`src/hdl/udts_pkg.sv`:
```
// Package with register map, field positions and reset values for the USB test and status block.
package udts_pkg;

  // ==========================================================================
  // Register map
  localparam logic [31:0] UDTS_ADDR_TEST   = 32'h49800018;
  localparam logic [31:0] UDTS_ADDR_STATUS = 32'h4980001C;

  // ==========================================================================
  // Test register fields
  localparam int UDTS_TR_SUPPLY  = 15;
  localparam int UDTS_TR_UNDERUN = 13;
  localparam int UDTS_TR_PIDERR  = 12;
  localparam int UDTS_TR_FORCE   = 4;
  localparam int UDTS_TR_PACKET  = 3;
  localparam int UDTS_TR_KSTATE  = 2;
  localparam int UDTS_TR_JSTATE  = 1;
  localparam int UDTS_TR_NAKRX   = 0;
  localparam logic [4:0] UDTS_TR_CTRL_RST = 5'h00;

  // ==========================================================================
  // Status register fields
  localparam int UDTS_SR_BYTEALIGN = 15;
  localparam int UDTS_SR_TIMEOUT   = 14;
  localparam int UDTS_SR_BITSTUFF  = 13;
  localparam int UDTS_SR_TOKCRC    = 12;
  localparam int UDTS_SR_DATCRC    = 11;
  localparam int UDTS_SR_OVERRUN   = 10;
  localparam int UDTS_SR_SUPLOSS   = 9;
  localparam int UDTS_SR_SUPSEEN   = 8;
  localparam int UDTS_SR_TOGGLE    = 7;
  localparam int UDTS_SR_DPLUS     = 6;
  localparam int UDTS_SR_DMINUS    = 5;
  localparam int UDTS_SR_HSPEED    = 4;
  localparam int UDTS_SR_SPDDONE   = 3;
  localparam int UDTS_SR_RESUME    = 2;
  localparam int UDTS_SR_SUSPEND   = 1;
  localparam int UDTS_SR_BUSRESET  = 0;
  localparam logic [15:0] UDTS_SR_STICKY_MASK = 16'hFF8F;
  localparam logic [15:0] UDTS_SR_RST         = 16'h0000;
  localparam logic [15:0] UDTS_TR_STICKY_RST  = 16'h0000;

  // ==========================================================================
  // Line drive modes toward the transceiver
  localparam logic [2:0] UDTS_LINE_NORMAL = 3'h0;
  localparam logic [2:0] UDTS_LINE_PACKET = 3'h1;
  localparam logic [2:0] UDTS_LINE_KSTATE = 3'h2;
  localparam logic [2:0] UDTS_LINE_JSTATE = 3'h3;
  localparam logic [2:0] UDTS_LINE_NAKRX  = 3'h4;

  // APB read data when idle or unmapped.
  localparam logic [31:0] UDTS_RDATA_RST = 32'h00000000;

endpackage

```
`src/hdl/udts_core.sv`:
```
// USB device test mode control and system status flag block with APB access.
`timescale 1ns/1ps

module udts_core (
  // Clock and reset
  input  wire logic        core_clk_i,
  input  wire logic        reset_i,
  // APB slave
  input  wire logic        psel_i,
  input  wire logic        penable_i,
  input  wire logic        pwrite_i,
  input  wire logic [31:0] paddr_i,
  input  wire logic [31:0] pwdata_i,
  input  wire logic [3:0]  pstrb_i,
  output logic      [31:0] prdata_o,
  output logic             pready_o,
  output logic             pslverr_o,
  // Control register enables taken from the neighbouring register
  input  wire logic        error_irq_enable_i,
  input  wire logic        supply_loss_irq_en_i,
  input  wire logic        supply_seen_irq_en_i,
  // Event pulses and the suspended and speed levels from the link logic, same clock
  input  wire logic        elastic_underrun_i,
  input  wire logic        pid_error_i,
  input  wire logic        byte_align_fault_i,
  input  wire logic        timeout_fault_i,
  input  wire logic        bitstuff_fault_i,
  input  wire logic        token_crc_fault_i,
  input  wire logic        data_crc_fault_i,
  input  wire logic        elastic_overrun_i,
  input  wire logic        toggle_mismatch_i,
  input  wire logic        speed_detect_done_i,
  input  wire logic        bus_reset_seen_i,
  input  wire logic        suspend_seen_i,
  input  wire logic        resume_seen_i,
  input  wire logic        suspended_i,
  input  wire logic        host_speed_hs_i,
  // Asynchronous pin levels
  input  wire logic        vbus_level_i,
  input  wire logic        plus_line_i,
  input  wire logic        minus_line_i,
  // Test controls toward the transceiver and packet logic
  output logic             test_mode_o,
  output logic [2:0]       line_mode_o,
  output logic             nak_all_in_o,
  output logic [4:0]       test_ctrl_o
);
  import udts_pkg::*;

  // ==========================================================================
  // Pin synchronisers
  logic [2:0] sync1_ff;
  logic [2:0] sync2_ff;

  always_ff @(posedge core_clk_i or posedge reset_i) begin
    if (reset_i) begin
      sync1_ff <= 3'h0;
      sync2_ff <= 3'h0;
    end else begin
      sync1_ff <= {vbus_level_i, plus_line_i, minus_line_i};
      sync2_ff <= sync1_ff;
    end
  end

  wire vbus_s  = sync2_ff[2];
  wire plus_s  = sync2_ff[1];
  wire minus_s = sync2_ff[0];

  // ==========================================================================
  // APB decode
  wire apb_access = psel_i & penable_i;
  wire apb_wr     = apb_access & pwrite_i;
  wire hit_test   = (paddr_i == UDTS_ADDR_TEST);
  wire hit_status = (paddr_i == UDTS_ADDR_STATUS);
  wire wr_test    = apb_wr & hit_test & pstrb_i[0];
  wire wr_test_hi = apb_wr & hit_test & pstrb_i[1];
  wire wr_status  = apb_wr & hit_status;
  wire [15:0] clr_mask = wr_status ? (pwdata_i[15:0] & {{8{pstrb_i[1]}}, {8{pstrb_i[0]}}}) : 16'h0000;

  // ==========================================================================
  // Test control bits
  logic [4:0] test_ctrl_ff;
  logic [4:0] nxt_test_ctrl;
  wire        force_now = test_ctrl_ff[UDTS_TR_FORCE];
  // A select is accepted only when force is already set and is also set in the same write.
  wire        force_new = pwdata_i[UDTS_TR_FORCE];

  always_comb begin
    nxt_test_ctrl = test_ctrl_ff;
    if (wr_test) begin
      nxt_test_ctrl[UDTS_TR_FORCE] = force_new;
      nxt_test_ctrl[3:0] = (force_now & force_new) ? pwdata_i[3:0] : 4'h0;
    end
  end

  always_ff @(posedge core_clk_i or posedge reset_i) begin
    if (reset_i) begin
      test_ctrl_ff <= UDTS_TR_CTRL_RST;
    end else begin
      test_ctrl_ff <= nxt_test_ctrl;
    end
  end

  // ==========================================================================
  // Test mode outputs
  wire sel_ok = force_now & host_speed_hs_i;
  logic [2:0] nxt_line_mode;

  always_comb begin
    nxt_line_mode = UDTS_LINE_NORMAL;
    if (sel_ok & test_ctrl_ff[UDTS_TR_PACKET]) begin
      nxt_line_mode = UDTS_LINE_PACKET;
    end else if (sel_ok & test_ctrl_ff[UDTS_TR_KSTATE]) begin
      nxt_line_mode = UDTS_LINE_KSTATE;
    end else if (sel_ok & test_ctrl_ff[UDTS_TR_JSTATE]) begin
      nxt_line_mode = UDTS_LINE_JSTATE;
    end else if (sel_ok & test_ctrl_ff[UDTS_TR_NAKRX]) begin
      nxt_line_mode = UDTS_LINE_NAKRX;
    end
  end

  logic       test_mode_ff;
  logic [2:0] line_mode_ff;
  logic       nak_all_in_ff;
  logic [4:0] test_ctrl_out_ff;

  always_ff @(posedge core_clk_i or posedge reset_i) begin
    if (reset_i) begin
      test_mode_ff     <= 1'b0;
      line_mode_ff     <= UDTS_LINE_NORMAL;
      nak_all_in_ff    <= 1'b0;
      test_ctrl_out_ff <= UDTS_TR_CTRL_RST;
    end else begin
      test_mode_ff     <= force_now;
      line_mode_ff     <= nxt_line_mode;
      nak_all_in_ff    <= (nxt_line_mode == UDTS_LINE_NAKRX);
      test_ctrl_out_ff <= test_ctrl_ff;
    end
  end

  assign test_mode_o  = test_mode_ff;
  assign line_mode_o  = line_mode_ff;
  assign nak_all_in_o = nak_all_in_ff;
  assign test_ctrl_o  = test_ctrl_out_ff;

  // ==========================================================================
  // Sticky flags in the test register
  logic [1:0] tr_flag_ff;
  wire  [1:0] tr_set;
  wire  [1:0] tr_clr;

  assign tr_set[1] = error_irq_enable_i & elastic_underrun_i;
  assign tr_set[0] = error_irq_enable_i & pid_error_i;
  assign tr_clr = wr_test_hi ? {pwdata_i[UDTS_TR_UNDERUN], pwdata_i[UDTS_TR_PIDERR]} : 2'h0;

  always_ff @(posedge core_clk_i or posedge reset_i) begin
    if (reset_i) begin
      tr_flag_ff <= 2'h0;
    end else begin
      tr_flag_ff <= tr_set | (tr_flag_ff & ~tr_clr);
    end
  end

  // ==========================================================================
  // Sticky flags in the status register
  logic [15:0] sr_set;
  logic [15:0] sr_flag_ff;

  always_comb begin
    sr_set = 16'h0000;
    sr_set[UDTS_SR_BYTEALIGN] = error_irq_enable_i & byte_align_fault_i;
    sr_set[UDTS_SR_TIMEOUT]   = error_irq_enable_i & timeout_fault_i;
    sr_set[UDTS_SR_BITSTUFF]  = error_irq_enable_i & bitstuff_fault_i;
    sr_set[UDTS_SR_TOKCRC]    = error_irq_enable_i & token_crc_fault_i;
    sr_set[UDTS_SR_DATCRC]    = error_irq_enable_i & data_crc_fault_i;
    sr_set[UDTS_SR_OVERRUN]   = error_irq_enable_i & elastic_overrun_i;
    sr_set[UDTS_SR_SUPLOSS]   = supply_loss_irq_en_i & ~vbus_s;
    sr_set[UDTS_SR_SUPSEEN]   = supply_seen_irq_en_i & vbus_s;
    sr_set[UDTS_SR_TOGGLE]    = error_irq_enable_i & toggle_mismatch_i;
    sr_set[UDTS_SR_SPDDONE]   = speed_detect_done_i;
    sr_set[UDTS_SR_RESUME]    = suspended_i & resume_seen_i;
    sr_set[UDTS_SR_SUSPEND]   = suspend_seen_i;
    sr_set[UDTS_SR_BUSRESET]  = bus_reset_seen_i;
  end

  // Set wins over a same-cycle write-one clear.
  always_ff @(posedge core_clk_i or posedge reset_i) begin
    if (reset_i) begin
      sr_flag_ff <= UDTS_SR_RST;
    end else begin
      sr_flag_ff <= (sr_set | (sr_flag_ff & ~clr_mask)) & UDTS_SR_STICKY_MASK;
    end
  end

  // ==========================================================================
  // Read data
  wire [31:0] tr_view = {16'h0000, vbus_s, 1'b0, tr_flag_ff, 7'h00, test_ctrl_ff};
  wire [31:0] sr_view = {16'h0000, sr_flag_ff[15:7], plus_s, minus_s, host_speed_hs_i,
                         sr_flag_ff[3:0]};
  wire [31:0] rd_mux  = hit_test ? tr_view : (hit_status ? sr_view : UDTS_RDATA_RST);

  logic [31:0] prdata_ff;
  logic        pready_ff;
  logic        pslverr_ff;

  // No wait state: pready rises in the first access cycle.
  always_ff @(posedge core_clk_i or posedge reset_i) begin
    if (reset_i) begin
      prdata_ff  <= UDTS_RDATA_RST;
      pready_ff  <= 1'b0;
      pslverr_ff <= 1'b0;
    end else begin
      pready_ff  <= psel_i & ~penable_i;
      pslverr_ff <= psel_i & ~penable_i & ~(hit_test | hit_status);
      prdata_ff  <= (psel_i & ~penable_i & ~pwrite_i) ? rd_mux : UDTS_RDATA_RST;
    end
  end

  assign prdata_o  = prdata_ff;
  assign pready_o  = pready_ff;
  assign pslverr_o = pslverr_ff;

endmodule // udts_core

```
`config.mk`:
```
export PLATFORM = sky130hd
export DESIGN_NAME = udts_core
export DESIGN_NICKNAME = d
export VERILOG_FILES = /design/src/hdl/udts_pkg.sv /design/src/hdl/udts_core.sv
export SDC_FILE = /design/constraint.sdc
export NUM_CORES = 1
export LEC_CHECK = 0
export BUFFER_PORTS_ARGS = -buffer_cell sky130_fd_sc_hd__clkbuf_2
export CORE_MARGIN = 2
export CORE_UTILIZATION = 40
export DETAILED_ROUTE_END_ITERATION = 10
export MAX_ROUTING_LAYER = met4
export PLACE_DENSITY = 0.75
export SKIP_CTS_REPAIR_TIMING = 1
export SLEW_MARGIN = 0
export SYNTH_ARGS = -nofsm -noshare
export SYNTH_HDL_FRONTEND = slang
export SYNTH_SLANG_ARGS = --single-unit
export TNS_END_PERCENT = 1
```
`constraint.sdc`:
```
create_clock -name core_clk_i -period 1.6 [get_ports core_clk_i]
set_input_delay 0.16 -clock core_clk_i [delete_from_list [all_inputs] [get_ports core_clk_i]]
set_output_delay 0.16 -clock core_clk_i [all_outputs]
set_load 0.05 [all_outputs]
```
## After elaboration in Yosys (flattened, before gate mapping)

Index checks and enable logic that the tools add are counted.

- Logic and storage cells: 64
- Output and inout port bits: 44
- Input port bits: 94
- Bits in read-only memories: 0
- Memories: 0
- Register bits: 54
- Bits in latches: 0
- Memory bits (writable): 0

- $add $sub $neg: 0
- Multiply operators: 0
- Multiplexer cells: 10
- Equal/unequal tests: 3
- Shifts and indexed selects: 0
- Bitwise gates (word level): 39
- Divide/modulo/power cells: 0
- Reduce and logical (&&, ||, !) cells: 0
- $lt $le $gt $ge: 0

Operator list:

| cell | count |
|---|---|
| $eq 32x31->1 const B | 2 |
| $mux 16 | 4 |
| $and 16x16->16 | 2 |
| $and 1x1->1 | 27 |
| $not 16->16 | 1 |
| $or 16x16->16 | 1 |
| $mux 3 | 4 |
| $mux 4 | 1 |
| $not 1->1 | 4 |
| $eq 3x3->1 const B | 1 |
| $and 2x2->2 | 1 |
| $mux 2 | 1 |
| $not 2->2 | 1 |
| $or 2x2->2 | 1 |
| $or 1x1->1 | 1 |

## Longest topological paths before layout

- Depth in word-level cells: 8
- Gate-level depth with buffers: 5
- Mapped depth without buffers: 4

## Least setup slack after synthesis

No wires, ideal clock.

- Kind: input-to-reg
- Start: input paddr_i[1]
- End: register sr_flag_ff[15]
- Buffers on the path: 1
- Library setup time: 0.126 ns
- Setup slack: -0.138 ns
- Data required time: 1.474 ns
- Stages: 5
- Arrival: 1.612 ns
- Cells stage by stage: nor4b_4 -> nand4_4 -> or4_4 -> buf_6 -> a221o_1

- Longest elaborated chain between the ends: 6

Ends and longest elaborated chain:

| element | line | RTL |
|---|---|---|
| from (decl) | udts_core.sv:12 | `input wire logic [31:0] paddr_i,` |
| $eq 32x31->1 | udts_core.sv:74 | `wire hit_status = (paddr_i == UDTS_ADDR_STATUS);` |
| $and 1x1->1 | udts_core.sv:77 | `wire wr_status = apb_wr & hit_status;` |
| $mux 16 | udts_core.sv:78 | `wire [15:0] clr_mask = wr_status ? (pwdata_i[15:0] & {{8{pstrb_i[1]}}, {8{pstrb_i[0]}}}) : 16'h0000;` |
| $not 16->16 | udts_core.sv:191 | `sr_flag_ff <= (sr_set \| (sr_flag_ff & ~clr_mask)) & UDTS_SR_STICKY_MASK;` |
| $and 16x16->16 | udts_core.sv:191 |  |
| $or 16x16->16 | udts_core.sv:191 |  |
| to (signal assigned) | udts_core.sv:191 |  |
| to (decl) | udts_core.sv:167 | `logic [15:0] sr_flag_ff;` |

Every way passes these cells.
A chain may end at the register's enable or synchronous reset.

## Worst setup path after layout

- Start: input paddr_i[17]
- End: register sr_flag_ff[15]

Same word-level chain as after synthesis.

==> results list <==
* Total wirelength of the detailed-routed design: 5020 um
- Number of maximum-capacitance constraint violations: 0
* Crit share post-route: 89.7%
- Counting along the longest clock path gives a buffer depth of 2.
* Number of search-and-repair iterations in the first detailed-routing pass: 4
- Tightest Hold Check Type: in2reg
* Number of ports placed on the die boundary: 138
* Core footprint: 0.00551 mm^2
- The smallest clock period supported by the final layout is computed as 1.44 ns.
- The congestion estimate from routability-driven global placement came to 0.815.
- The count of buffers added on input and output ports is 101.
- After detailed routing, the number of remaining DRC violations is 0.
- Fillcell total: just under 500
- The mapped netlist covers around 0.0023 mm^2.
- Half-perimeter wire length after placement: 3950 um
- Register Area: between 0.001 and 0.0015 mm^2
- Using the TritonRoute via totals, the vias-per-cell ratio works out to 4.76.
- Number of clock buffers inserted by TritonCTS: 5
* Initial antenna violation count: 0
* Instance count of the mapped netlist: between 150 and 200
- Across the VDD grid, the largest voltage drop is around 0.38 mV.
- Post-Route Setup TNS: 0 ns
* Worst setup slack after placement: -0.177 ns
* Unrepaired setup endpoints after global routing: no
* Number of hold violations in the final report: 0
- Data on the critical path is required at its endpoint by 1.79 ns.
* Data arrival at the endpoint of the critical path: 1.62 ns
- Pwr per Cell Area: about 820 mW/mm^2
- The detail route stage leaves a number of antenna-violating nets equal to 0.
* Top area cells in the synthesized netlist: dfrtp_1 (58%), buf_4 (5.9%), mux2i_1 (3.9%), a221o_1 (2.6%), nor2_1 (2.5%)
- The analysis attributes to cell leakage a power of 1.59 nW.
- The first routing iteration left 75 violations.
- Across every metal layer, demand over resource in global routing totals 17.3%.
- Setup violations remaining at the end of the flow were counted as 0.
* Pin count of the biggest net entering global routing: 54
- Minimum setup slack in the final design: between 0.15 and 0.2 ns
- Once layout is complete, the utilization of the core stands at 56.1%.
- The floorplan step defined a die boundary enclosing 0.00634 mm^2.
- Diode count: 0
* Commonest register cell after synthesis: dfrtp_1
* Wire length per cell after detailed routing: 13.1 um
- Die extent in y: 79.6 um
- In this run the horizontal extent of the chip is 79.6 um.
- Summed over its instances, the top area cell type makes up 58.0% of the synthesized netlist area.
* Yosys Warn Count: 0
- After floorplanning, the core was divided into 27 placement rows.
- Syn Area/Cell: 12.1 um^2
* Global-route wire length before repair: 8160 um
- Via count: about 1800
- For this run the aggregate overflow at the end of global routing stands at 0.
* Path type of the worst setup path: in2reg
- Critical path endpoint category: flop
* Initial Util: 41.5%
* Cell at the root of the clock tree: clkbuf_8
- TritonCTS built the clock tree.
- The worst setup path is launched from an input port.
* Most common cell in the synthesized netlist: dfrtp_1
* Signed area change from the synthesized netlist to the final layout: 35.1%
- Final worst clock skew: 0.00664 ns
- The later pin in the worst-skew pair is clocked with a latency of approximately 0.30 ns.
- Clock-pin slew was measured on the worst setup and hold paths at 0.09 ns.
- Derived from the worst setup path, the maximum achievable clock frequency is 697 MHz.
- The synthesized design spends more area on one cell type than any other, namely dfrtp_1.
- TritonCTS Sinks: 53
- Largest fanout on the critical path: 6
* Slew Limit Fails: 0
* H-Tree Depth: 2
- Via count of the first global-routing pass: 1827
- Counting instances in the post-synthesis netlist gives the leading cell types as dfrtp_1 (53), buf_4 (18), nor2_1 (15).
- Yosys mapped a number of flops with a built-in enable equal to 0.
* Fraction of synthesis flops using an asynchronous set or reset pin: 100%
- The run finished with clean final reports.
- Post-synthesis sequential area ratio: 58.0%
- Flops & latches, synth: 53
- Layout cells sized above 1: 45.0%
- Layout Nets: 404
* Area of the multi-input gates: 857 um^2
- Distinct cell type count of the synthesized netlist: 35
-- cells in the final DEF, fill, tap and decap left out, types with 3 or more instances in the layout --
cell type      synthesis  routed
and2_1                 8       8
clkbuf_8               0       5
clkbuf_2               0     101
nor2b_1                6       6
nand2_1               14      14
a221o_1                6       6
mux2_2                 4       4
inv_1                  7       6
a31oi_1                3       3
buf_4                 18      15
mux2i_1                9       9
o41ai_1                3       3
a21oi_1                3       3
nor2_1                15      15
nor3_1                 5       4
dfrtp_1               53      53
and3_1                 3       3
nand4_1                3       3
conb_1                 1      16
dlygate4sd3_1          0       4
-- stage by stage --
step,std cells,cell area (um^2),power (mW),hold WS (ns)
after floorplan,204,2370,1.57,0.191
after global placement,371,2940,1.67,0.210
after detailed placement,371,2940,1.68,0.214
after CTS,379,3050,2.56,-0.123
after global routing,383,3090,2.65,0.0348
final,383,3090,2.53,0.0358
-- registers in the layout (all words and copies together), names as in the netlist --
name	flops
line_mode_o	3
tr_flag_ff	2
test_ctrl_ff	5
sync1_ff	3
sr_flag_ff	13
nak_all_in_o	1
pslverr_o	1
sync2_ff	3
pready_o	1
prdata_o	16
test_ctrl_o	5
-- worst max-delay path: stages --
cell and delay, ns:
clkbuf_2 0.09, nor4b_2 0.26, nand4_1 0.15, or4_4 0.62, a221o_1 0.34
-- metal layers --
metal  GRT usage [%]  vias up  wire (um)
met4            8.28        0        114
met5               -        -          0
met3            3.51       16        278
met2            29.1       75       2610
met1            19.7      860       2020
li1                -      872          -
-- report_power, final --
group	total [mW]	leakage [nW]	internal, mW	switching [mW]
clock network	0.880	0.0554	0.470	0.411
registers	1.35	0.636	1.35	0.00295
logic	0.303	0.898	0.108	0.195
total	2.53	1.59	1.93	0.609
-- path summary, 6_finish.rpt --
path	from	endpoint	slack [ns]	cells past startpoint
min reg2reg	sync1_ff[0]	sync2_ff[0]	0.36	0
max in group asynchronous	reset_i	sr_flag_ff[7]	0.95	4
max reg2reg	test_ctrl_ff[4]	test_ctrl_ff[3]	0.58	2
min	pwdata_i[1]	sr_flag_ff[1]	0.04	2
max	paddr_i[17]	sr_flag_ff[15]	0.16	5
min in group asynchronous	reset_i	prdata_o[5]	0.43	4
-- logic make-up (layout without fill, tap and decap cells) --
group | count (synthesis) | after routing | synth area share (%)
DFF | 53 | 53 | 58.0
muxes | 13 | 13 | 5.91
other | 1 | 16 | 0.164
AOI/OAI and AO/OA | 18 | 18 | 6.35
and+or+nand+nor | 75 | 75 | 21.5
buffers and inverters | 29 | 136 | 8.10
-- cell type report --
class	count	area share [%]
clock buffers	6	2.35
inverters	7	0.851
clock inverters	2	1.26
flip-flops and latches	53	42.9
well taps	72	2.92
multi-input cells	122	27.7
repair buffers	121	22.0
Power figures use the tool's default switching activity.
